===== src/verilog/cpu_exec_defs.svh =====
// constants for the instruction execution subset: fields, opcodes, reset values
// assumes a 14-bit instruction word and an 8-bit data path
`ifndef CPU_EXEC_DEFS_SVH
`define CPU_EXEC_DEFS_SVH

// instruction word fields
`define EX_INSTR_W     14
`define EX_OPC_HI      13
`define EX_OPC_LO      8
`define EX_DEST_BIT    7
`define EX_LIT_HI      7
`define EX_JMP_HI      13
`define EX_JMP_LO      11
`define EX_JMP_K_HI    10

// opcodes of the byte-wide instructions, and the 3-bit code of the jump
`define EX_OPC_CLEAR_FILE_REG    6'h01
`define EX_OPC_CLEAR_ACCUMULATOR    6'h02
`define EX_OPC_DECREMENT_FILE_REG    6'h03
`define EX_OPC_DECSKIP 6'h0B
`define EX_OPC_INCSKIP 6'h0F
`define EX_OPC_ORLIT   6'h38
`define EX_JMP_CODE    3'h5

// high latch bits copied into the upper program counter
`define EX_LATCH_HI    4
`define EX_LATCH_LO    3

// data and counter values
`define EX_BYTE_ZERO   8'h00
`define EX_BYTE_ONE    8'h01
`define EX_PC_RESET    13'h0000
`define EX_PC_STEP     13'h0001
`define EX_PC_SKIP     13'h0002

`endif


===== src/verilog/cpu_exec_pkg.sv =====
// types for the instruction execution subset
// assumes nothing beyond a SystemVerilog package scope
`default_nettype none

package cpu_exec_pkg;

   typedef enum logic [2:0]
   {
      OP_NOP      = 3'b000,
      OP_CLR_FILE = 3'b001,
      OP_CLR_ACC  = 3'b010,
      OP_DEC_FILE = 3'b011,
      OP_DEC_SKIP = 3'b100,
      OP_INC_SKIP = 3'b101,
      OP_JUMP     = 3'b110,
      OP_OR_LIT   = 3'b111
   } op_t;

   typedef enum logic
   {
      ST_EXEC  = 1'b0,
      ST_FLUSH = 1'b1
   } phase_t;

endpackage

`default_nettype wire


===== src/verilog/exec_alu.sv =====
// result, destination and flag logic for one decoded instruction
// assumes operands are stable for the whole cycle; purely combinational
`default_nettype none
`include "cpu_exec_defs.svh"

module exec_alu
(
   input  wire cpu_exec_pkg::op_t op,
   input  wire logic [7:0]        accum,
   input  wire logic [7:0]        fileData,
   input  wire logic [7:0]        literal,
   input  wire logic              destFile,
   output logic [7:0]             result,
   output logic                   writeAcc,
   output logic                   writeFile,
   output logic                   zeroUpdate,
   output logic                   zeroValue,
   output logic                   skip
);

   // null test on an 8-bit result
   function automatic logic isNull(input logic [7:0] v);
      isNull = (v == `EX_BYTE_ZERO);
   endfunction

   always_comb
   begin
      result     = `EX_BYTE_ZERO;
      writeAcc   = 1'b0;
      writeFile  = 1'b0;
      zeroUpdate = 1'b0;
      zeroValue  = 1'b0;
      skip       = 1'b0;
      unique case (op)
         cpu_exec_pkg::OP_NOP,
         cpu_exec_pkg::OP_JUMP:
         begin
            result = `EX_BYTE_ZERO;
         end
         cpu_exec_pkg::OP_CLR_FILE:
         begin
            writeFile  = 1'b1;
            zeroUpdate = 1'b1;
            zeroValue  = 1'b1;
         end
         cpu_exec_pkg::OP_CLR_ACC:
         begin
            writeAcc   = 1'b1;
            zeroUpdate = 1'b1;
            zeroValue  = 1'b1;
         end
         cpu_exec_pkg::OP_DEC_FILE:
         begin
            result     = fileData - `EX_BYTE_ONE;
            writeAcc   = !destFile;
            writeFile  = destFile;
            zeroUpdate = 1'b1;
            zeroValue  = isNull(result);
         end
         cpu_exec_pkg::OP_DEC_SKIP:
         begin
            result    = fileData - `EX_BYTE_ONE;
            writeAcc  = !destFile;
            writeFile = destFile;
            skip      = isNull(result);
         end
         cpu_exec_pkg::OP_INC_SKIP:
         begin
            result    = fileData + `EX_BYTE_ONE;
            writeAcc  = !destFile;
            writeFile = destFile;
            skip      = isNull(result);
         end
         cpu_exec_pkg::OP_OR_LIT:
         begin
            result     = accum | literal;
            writeAcc   = 1'b1;
            zeroUpdate = 1'b1;
            zeroValue  = isNull(result);
         end
      endcase
   end

endmodule // exec_alu

`default_nettype wire


===== src/verilog/cpu_instr_exec_subset.sv =====
// execute stage for a subset of an 8-bit instruction set
// assumes fetch on the same clock; holds accumulator, null flag, pc and data registers
`default_nettype none
`include "cpu_exec_defs.svh"

module cpu_instr_exec_subset
#(
   parameter int DATA_DEPTH = 128,
   parameter int ADDR_W     = 7,
   parameter int PC_W       = 13
)
(
   input  wire logic                   clk,
   input  wire logic                   reset_n,
   input  wire logic                   instrValid,
   input  wire logic [`EX_INSTR_W-1:0] instrWord,
   input  wire logic [7:0]             pcHighLatch,
   output logic                        instrReady,
   output logic [PC_W-1:0]             progCounter,
   output logic [7:0]                  accumulator,
   output logic                        nullFlag,
   output logic                        fileWrEn,
   output logic [ADDR_W-1:0]           fileWrAddr,
   output logic [7:0]                  fileWrData
);

   // state
   cpu_exec_pkg::phase_t phase_r;
   cpu_exec_pkg::phase_t phase_nxt;
   logic                 ready_r;
   logic                 ready_nxt;
   logic [PC_W-1:0]      pc_r;
   logic [PC_W-1:0]      pc_nxt;
   logic [7:0]           acc_r;
   logic [7:0]           acc_nxt;
   logic                 null_r;
   logic                 null_nxt;
   logic                 wrEn_r;
   logic                 wrEn_nxt;
   logic [ADDR_W-1:0]    wrAddr_r;
   logic [ADDR_W-1:0]    wrAddr_nxt;
   logic [7:0]           wrData_r;
   logic [7:0]           wrData_nxt;
   logic [7:0]           fileMem_r   [DATA_DEPTH];
   logic [7:0]           fileMem_nxt [DATA_DEPTH];

   // decode and datapath
   cpu_exec_pkg::op_t    op;
   logic                 take;
   logic [ADDR_W-1:0]    fileAddr;
   logic [7:0]           fileData;
   logic [7:0]           aluResult;
   logic                 aluWriteAcc;
   logic                 aluWriteFile;
   logic                 aluZeroUpdate;
   logic                 aluZeroValue;
   logic                 aluSkip;
   logic [PC_W-1:0]      jumpTarget;

   function automatic cpu_exec_pkg::op_t decodeOp(input logic [`EX_INSTR_W-1:0] w);
      logic [5:0] opc;
      opc = w[`EX_OPC_HI:`EX_OPC_LO];
      if (w[`EX_JMP_HI:`EX_JMP_LO] == `EX_JMP_CODE)
      begin
         decodeOp = cpu_exec_pkg::OP_JUMP;
      end
      else
      begin
         case (opc)
            `EX_OPC_CLEAR_FILE_REG:    decodeOp = cpu_exec_pkg::OP_CLR_FILE;
            `EX_OPC_CLEAR_ACCUMULATOR:    decodeOp = cpu_exec_pkg::OP_CLR_ACC;
            `EX_OPC_DECREMENT_FILE_REG:    decodeOp = cpu_exec_pkg::OP_DEC_FILE;
            `EX_OPC_DECSKIP: decodeOp = cpu_exec_pkg::OP_DEC_SKIP;
            `EX_OPC_INCSKIP: decodeOp = cpu_exec_pkg::OP_INC_SKIP;
            `EX_OPC_ORLIT:   decodeOp = cpu_exec_pkg::OP_OR_LIT;
            // codes outside the subset execute as nop
            default:         decodeOp = cpu_exec_pkg::OP_NOP;
         endcase
      end
   endfunction

   assign op       = decodeOp(instrWord);
   assign take     = instrValid && (phase_r == cpu_exec_pkg::ST_EXEC);
   assign fileAddr = instrWord[ADDR_W-1:0];
   assign fileData = fileMem_r[fileAddr];

   // literal into pc bits 10 to 0
   // upper pc bits from high latch
   assign jumpTarget = PC_W'({pcHighLatch[`EX_LATCH_HI:`EX_LATCH_LO],
                              instrWord[`EX_JMP_K_HI:0]});

   exec_alu u_alu
   (
      .op         (op),
      .accum      (acc_r),
      .fileData   (fileData),
      .literal    (instrWord[`EX_LIT_HI:0]),
      .destFile   (instrWord[`EX_DEST_BIT]),
      .result     (aluResult),
      .writeAcc   (aluWriteAcc),
      .writeFile  (aluWriteFile),
      .zeroUpdate (aluZeroUpdate),
      .zeroValue  (aluZeroValue),
      .skip       (aluSkip)
   );

   always_comb
   begin
      phase_nxt   = cpu_exec_pkg::ST_EXEC;
      ready_nxt   = 1'b1;
      pc_nxt      = pc_r;
      acc_nxt     = acc_r;
      null_nxt    = null_r;
      wrEn_nxt    = 1'b0;
      wrAddr_nxt  = wrAddr_r;
      wrData_nxt  = wrData_r;
      fileMem_nxt = fileMem_r;
      unique case (phase_r)
         cpu_exec_pkg::ST_FLUSH:
         begin
            // second cycle: the discarded slot runs as nop
            phase_nxt = cpu_exec_pkg::ST_EXEC;
            ready_nxt = 1'b1;
         end
         cpu_exec_pkg::ST_EXEC:
         begin
            if (take)
            begin
               pc_nxt = pc_r + PC_W'(`EX_PC_STEP);
               if (aluWriteAcc)
               begin
                  acc_nxt = aluResult;
               end
               if (aluWriteFile)
               begin
                  fileMem_nxt[fileAddr] = aluResult;
                  wrEn_nxt              = 1'b1;
                  wrAddr_nxt            = fileAddr;
                  wrData_nxt            = aluResult;
               end
               // flag only where the op updates it
               if (aluZeroUpdate)
               begin
                  null_nxt = aluZeroValue;
               end
               if (aluSkip)
               begin
                  pc_nxt    = pc_r + PC_W'(`EX_PC_SKIP);
                  phase_nxt = cpu_exec_pkg::ST_FLUSH;
                  ready_nxt = 1'b0;
               end
               if (op == cpu_exec_pkg::OP_JUMP)
               begin
                  pc_nxt    = jumpTarget;
                  phase_nxt = cpu_exec_pkg::ST_FLUSH;
                  ready_nxt = 1'b0;
               end
            end
         end
      endcase
   end

   always_ff @(posedge clk or negedge reset_n)
   begin
      if (!reset_n)
      begin
         phase_r  <= cpu_exec_pkg::ST_EXEC;
         ready_r  <= 1'b1;
         pc_r     <= `EX_PC_RESET;
         acc_r    <= `EX_BYTE_ZERO;
         null_r   <= 1'b0;
         wrEn_r   <= 1'b0;
         wrAddr_r <= '0;
         wrData_r <= `EX_BYTE_ZERO;
         for (int i = 0; i < DATA_DEPTH; i++)
         begin
            fileMem_r[i] <= `EX_BYTE_ZERO;
         end
      end
      else
      begin
         phase_r   <= phase_nxt;
         ready_r   <= ready_nxt;
         pc_r      <= pc_nxt;
         acc_r     <= acc_nxt;
         null_r    <= null_nxt;
         wrEn_r    <= wrEn_nxt;
         wrAddr_r  <= wrAddr_nxt;
         wrData_r  <= wrData_nxt;
         fileMem_r <= fileMem_nxt;
      end
   end

   // outputs straight from registers
   assign instrReady  = ready_r;
   assign progCounter = pc_r;
   assign accumulator = acc_r;
   assign nullFlag    = null_r;
   assign fileWrEn    = wrEn_r;
   assign fileWrAddr  = wrAddr_r;
   assign fileWrData  = wrData_r;

endmodule // cpu_instr_exec_subset

`default_nettype wire


===== config.mk =====
export PLATFORM = sky130hd
export DESIGN_NAME = cpu_instr_exec_subset
export DESIGN_NICKNAME = d
export VERILOG_FILES = /design/src/verilog/cpu_exec_pkg.sv /design/src/verilog/exec_alu.sv /design/src/verilog/cpu_instr_exec_subset.sv
export VERILOG_INCLUDE_DIRS = /design/src /design/src/verilog
export SDC_FILE = /design/constraint.sdc
export NUM_CORES = 2
export LEC_CHECK = 0
export BUFFER_PORTS_ARGS = -buffer_cell sky130_fd_sc_hd__buf_2
export CAP_MARGIN = 20
export CORE_ASPECT_RATIO = 0.7
export CORE_MARGIN = 2
export CORE_UTILIZATION = 40
export DETAILED_ROUTE_END_ITERATION = 12
export GPL_TIMING_DRIVEN = 1
export HOLD_SLACK_MARGIN = 0.05
export PLACE_DENSITY = 0.67
export SYNTH_ARGS = -nofsm -noshare
export SYNTH_HDL_FRONTEND = slang
export SYNTH_HIERARCHICAL = 1
export SYNTH_SLANG_ARGS = --single-unit

===== constraint.sdc =====
create_clock -name clk -period 4.2 [get_ports clk]
set_input_delay 0.21 -clock clk [delete_from_list [all_inputs] [get_ports clk]]
set_output_delay 0.21 -clock clk [all_outputs]
set_load 0.01 [all_outputs]

* Yosys cells after proc, flatten, opt, wreduce, memory -nomap -nowiden
Index checks and enable logic that the tools add are counted.
Storage, ports and cells: bits in registers 1064, bits of input ports 25, output and inout port bits 39
Cells by class: bitwise gates (word level) 3, reductions and logical operators 15, order comparisons 2, eq/ne operators 14, mux-type cells 27, add/sub/neg operators 4
Operators with widths (count):
- bitwise mux 1024 bit | 1
- binary-select mux 8 bit (select 7 bit) | 1
- demux 8 bit (select 7 bit) | 1
- two-way mux 13 bit | 2
- logical NOT 8 bit | 3
- two-way mux 8 bit | 3
- case mux 8 bit (3 select lines) | 1
- case mux 3 bit (6 select lines) | 1
- == test 3 bit, second input constant | 5
- adder 13 x 1 -> 13 bit, second input constant | 1
- adder 13 x 2 -> 13 bit, second input constant | 1
- == test 6 x 2 -> 1 bit, second input constant | 2
- == test 6 x 4 -> 1 bit, second input constant | 2
- two-way mux 1 bit | 10
- case mux 1 bit (2 select lines) | 5
- AND reduction 3 bit | 3
- adder 8 x 1 -> 8 bit, second input constant | 1
- greater-or-equal comparator 8 bit, second input constant | 1
- less-than comparator 8 x 1 -> 1 bit, second input constant | 1
- NOT 7 -> 8 bit | 1
- OR 8 bit | 1
- subtractor 8 x 1 -> 8 bit, second input constant | 1
- == test 3 x 2 -> 1 bit, second input constant | 2
- == test 6 x 1 -> 1 bit, second input constant | 1
- other kinds (11) | 14

* Longest topological paths before layout
depth in word-level cells 11, mapped depth 25

* By module
The synthesis kept the hierarchy.
Modules (own cells, without submodules):
- cpu_instr_exec_subset | instances 1, cells each 3607, area each 49296.0 µm²
- exec_alu | instances 1, cells each 123, area each 808.3 µm²

* Worst setup path before layout
No wires, ideal clock.
kind input to register, start point in instrWord[0], end point reg pc_r[12], in the netlist progCounter[12], setup time 0.121 ns, path buffers 7, arrival 4.761 ns, required time 4.079 ns, stages 22, setup slack -0.682 ns, cells stage by stage buf_2 -> buf_6 -> buf_4 -> buf_4 -> buf_2 -> buf_2 -> nand2_1 -> a31oi_1 -> a2bb2oi_1 -> nor4_1 -> ha_1 -> nand3_1 -> xor2_1 -> nand2_1 -> or4_1 -> o22ai_1 -> clkbuf_1 -> mux2i_1 -> nor4_1 -> nor2b_1 -> o21ai_0 -> a22o_1
Between the ends: cells in the longest elaborated chain, start to end 9, elaborated cells on any way between the ends 11
RTL lines:
- from (decl) | line cpu_instr_exec_subset.sv:16 | input wire logic [`EX_INSTR_W-1:0] instrWord,
- NOT 7 -> 8 bit (not written as such) * | line cpu_instr_exec_subset.sv:85 | assign fileData = fileMem_r[fileAddr];
- binary-select mux 8 bit (select 7 bit) * | line cpu_instr_exec_subset.sv:85
- two-way mux 8 bit (not written as such) * (2 in series) | line cpu_instr_exec_subset.sv:85
- net fileData[1] | line cpu_instr_exec_subset.sv:51 | logic [7:0] fileData;
- adder 8 x 1 -> 8 bit (no line) or subtractor 8 x 1 -> 8 bit (tied branches)
- logical NOT 8 bit (no line)
- case mux 1 bit (2 select lines) * | line exec_alu.sv:34 | unique case (op)
- net aluSkip | line cpu_instr_exec_subset.sv:57 | logic aluSkip;
- two-way mux 13 bit * | line cpu_instr_exec_subset.sv:146 | if (aluSkip)
- two-way mux 13 bit * | line cpu_instr_exec_subset.sv:152 | if (op == cpu_exec_pkg::OP_JUMP)
- to (signal assigned) | line cpu_instr_exec_subset.sv:169 | pc_r <= `EX_PC_RESET;
- to (signal assigned) | line cpu_instr_exec_subset.sv:184 | pc_r <= pc_nxt;
- to (decl) | line cpu_instr_exec_subset.sv:32 | logic [PC_W-1:0] pc_r;
The timed path passes the listed nets; every way through them passes the cells marked *. The select of a mux whose other input is x is not followed. A chain may end at the register's enable or synchronous reset.

* Worst setup path in the final report
start point in instrWord[2], end point reg pc_r[12], in the netlist progCounter[12]
Same word-level chain as after synthesis.

==> metrics.md <==
| Metric | Value |
|---|---|
| Wire length reported by the detailed router | 181000 µm |
| Arrival time worst endpoint | 5140 ps |
| Worst path bufs/invs | 4 |
| Avg Vias per Cell | 6.176 |
| Average instance area after synthesis | 13.43 µm² |
| Effective utilization at floorplan | 40.39% |
| EDFF count, synth | 0 |
| Power per Cell Area | 368.5 nW/µm² |
| CP peak stage delay | 680 ps |
| Max Root-Sink Buffers | 3 |
| Pint | 17040 µW |
| Sequential element share of the synthesized area | 53.14% |
| HP Class | primary input to asynchronous set/reset pin |
| Number of placed cells counting well taps | 5694 |
| Synthesized netlist net count | 3761 |
| Register bit count reported by yosys | 1064 |
| Max-slew violations | 0 |
| Total number of placement rows | 108 |
| H-tree depth | 3 |
| Post-Place Worst Slack | -1436 ps |
| Run status | complete, but fails checks |
| Worst IR drop on VDD | 0.2846 mV |
| Die Span X | 427.0 µm |
| Crit path cell chain | buf_8 > buf_4 > buf_4 > nand2b_1 > buf_4 > o22a_1 > o221ai_1 > a22oi_2 > o211ai_1 > or4_4 > nor3b_4 > xor2_2 > or4_4 > o22ai_4 > mux2i_4 > nor4_4 > nor2b_1 > o21ai_0 > a22o_1 |
| GRT overflow | 0 |
| Post-layout power | 23070 µW |
| Number of distinct library cells after synthesis | 88 |
| Fraction of power spent switching nets | 26.17% |
| Fraction of power consumed by combinational cells | 11.7% |
| Number of CTS-inserted buffers | 97 |
| Die area | 128200 µm² |
| NumNets Final | 4250 |
| Final instance area | 62610 µm² |
| Number of top-level pins | 64 |
| Number of fill cells | 10389 |
| Crit path top cell by count | sky130_fd_sc_hd__buf_4 |
| Via count of the first global-routing pass | 35892 |
| Weighted congestion at the end of routability-driven global placement | 0.9710 |
| Critical Path Source Type | primary input |
| Cell type group with the largest total delay on the critical path | simple AND/OR/NAND/NOR gates |
| Via count | 36763 |
| Portion of the clock cycle consumed by the worst path in the final layout | 108.1% |
| Die height | 300.1 µm |
| Clock tree from TritonCTS | done |
| Commonest non-fill, non-tap cell in the layout | sky130_fd_sc_hd__dfrtp_1 |
| Total half-perimeter wirelength after legalization and detailed placement | 121700 µm |
| Measured slew at the worst slew-check pin | 1120 ps |
| WHS | 98.50 ps |
| Fraction of layout instances using a drive strength above 1 | 51.34% |
| Count of TritonRoute iterations in the first routing pass | 6 |
| Critical-path top delay cell | sky130_fd_sc_hd__or4_4 |
| Switch Pwr | 6039 µW |
| Dominant synthesized flop cell | sky130_fd_sc_hd__dfrtp_1 |
| Static leakage power | 0.02979 µW |
| Type of destination of the critical path | register |
| Clock transition time at the flip-flop clock pins of the worst setup and hold paths | 60 ps |
| Unrepaired setup endpoints after global routing | true |
| Global-route wire length before repair | 255000 µm |
| Critical Path RT | 4800 ps |
| Maximum frequency from static timing analysis | 220.3 MHz |
| Placed Instance Area | 56410 µm² |
| Fraction of registers with async set/reset | 100.0% |
| Antenna-violating nets left | 0 |
| Yosys top cell area share | 53.09% |
| Critical Path Source | instrWord[2] |
| Non-filler instance count after layout | 5953 |
| Cell at the root of the clock tree | sky130_fd_sc_hd__clkbuf_16 |
| Cells taking the most area after synthesis | sky130_fd_sc_hd__dfrtp_1, sky130_fd_sc_hd__mux2_2, sky130_fd_sc_hd__mux4_2 |
| Clock Power Share | 42.8% |
| Critical path type | primary input to register |
| Routed length per placed instance | 30.40 µm |
| Signed area change from the synthesized netlist to the final layout | 24.97% |
| Post-route DRC | 0 |
| Tot GR Track Use | 27.02% |
| Area of the core | 124000 µm² |
| Post-route clock skew | 44.13 ps |
| Total of endpoints with negative setup slack in the final report | 400 |
| Violations in the final reports | negative setup slack |
| Hold violation total from the final report | 0 |
| Library cell occupying the most area in the post-synthesis netlist | sky130_fd_sc_hd__dfrtp_1 |
| Beginning of the worst register-to-register path | fileMem_r[691]$_DFFE_PN0P_ |
| Pin count of the biggest net entering global routing | 165 |
| Input/output buffers | 57 |
| Mapped cell area | 50100 µm² |
| Latest clock arrival within the worst-skew pair | 740 ps |
| Shortest period the worst path allows | 4538 ps |
| Antenna violations before repair | 4 |
| Most frequent cells in the layout | sky130_fd_sc_hd__dfrtp_1, sky130_fd_sc_hd__mux2_2, sky130_fd_sc_hd__buf_4 |
| Post-Syn Instances | 3730 |
| Setup WS post-layout | -338.4 ps |
| Power share of the sequential group | 45.4% |
| Largest fanout of any net on the critical path | 15 |
| Relative slew slack | 25.08% |
| Max-cap check violation count | 0 |
| Synthesis Warnings | 6 |
| Total number of clock tree sinks | 1064 |
| DR iter-0 viols | 4575 |
## power by group through the flow
stage | registers [µW] | logic (µW) | clock network, µW
2_1_floorplan | 10700 | 922 | 0
6_report | 10500 | 2700 | 9880
5_1_grt | 10500 | 2800 | 10400
4_1_cts | 10500 | 2380 | 9940
3_3_place_gp | 10700 | 2260 | 0
3_5_place_dp | 10700 | 2270 | 0
## final timing paths
check	endpoint	slack, ps	depth (start not counted)
max	progCounter[12]$_DFFE_PN0P_	-340	19
min	fileMem_r[513]$_DFFE_PN0P_	100	2
max reg2reg	progCounter[12]$_DFFE_PN0P_	-300	15
min reg2reg	fileWrData[2]$_DFFE_PN0P_	470	2
max in group asynchronous	fileMem_r[874]$_DFFE_PN0P_	2690	3
min in group clk	progCounter[4]$_DFFE_PN0P_	100	4
## synthesized netlist by cell type, types with 37 or more instances
cell type	count
sky130_fd_sc_hd__mux2i_1	110
sky130_fd_sc_hd__a221oi_1	110
sky130_fd_sc_hd__nand2_1	204
sky130_fd_sc_hd__mux4_2	68
sky130_fd_sc_hd__nor2_2	75
sky130_fd_sc_hd__dfrtp_1	1063
sky130_fd_sc_hd__a22oi_1	73
sky130_fd_sc_hd__o21ai_0	80
sky130_fd_sc_hd__mux2_2	1078
sky130_fd_sc_hd__a21oi_1	76
sky130_fd_sc_hd__clkbuf_1	165
sky130_fd_sc_hd__buf_2	64
sky130_fd_sc_hd__o22ai_1	37
sky130_fd_sc_hd__nor2_1	111
## worst reg2reg max path: cells and delay by family, from the launching register on
family / cells / cell delay [ps]
and+or+nand+nor: 5 / 1970
AOI/OAI and AO/OA: 7 / 1610
DFF: 1 / 410
buffers and inverters: 1 / 170
muxes: 1 / 130
xor gates and xnor gates: 1 / 100
## flip-flops by register name, indices dropped and copies added, names as in the netlist
register / count
progCounter: 13
fileMem_r: 1024
nullFlag: 1
fileWrAddr: 7
fileWrData: 8
instrReady: 1
accumulator: 8
phase_r: 1
fileWrEn: 1
## per-layer routing
metal	GRT usage [%]	vias up	wire length, µm
li1	-	14859	-
met1	40.83	19368	79360
met2	35.52	2158	71230
met3	10.83	374	25180
met4	6.439	4	5083
met5	0.6667	-	138
## layout make-up
type	instances	area, µm²	share of cell area, %
antenna	4	10.01	0.01599
clock buffer	134	2788	4.452
clock inverter	45	699.4	1.117
inverter	15	58.81	0.09392
multi-input combinational	2365	23460	37.47
sequential	1064	26630	42.53
tap	1650	2064	3.297
timing repair buffer	676	6904	11.03
## kinds of logic (layout without fill, tap and decap cells)
kind of cell | after synthesis | in the layout | synth area share, %
muxes | 1298 | 1298 | 30.61
DFF | 1064 | 1064 | 53.14
AOI/OAI and AO/OA | 547 | 547 | 8.061
and+or+nand+nor | 497 | 497 | 4.750
buffers and inverters | 301 | 870 | 2.972
xor gates and xnor gates | 17 | 17 | 0.3122
adders and majority gates | 6 | 6 | 0.1498
other | 0 | 4 | 0
## through the flow
stage	setup TNS [ps]	utilization [%]
floorplan	-49.37	-
global placement	-619660	45.48
detailed placement	-653020	45.48
CTS	-6610	48.77
global route	-73690	50.48
finish	-70920	50.48
## repair_timing
| action | CTS | global route |
|---|---|---|
| gates cloned | 4 | 20 |
| endpoints found under the hold margin | 118 | 0 |
| resized for setup | 65 | 325 |
| endpoints found under the setup margin | 777 | 608 |
| pin swaps | 37 | 31 |
| setup buffers | 12 | 39 |
| hold buffers | 9 | 0 |
(Power assumes the default switching activity.)
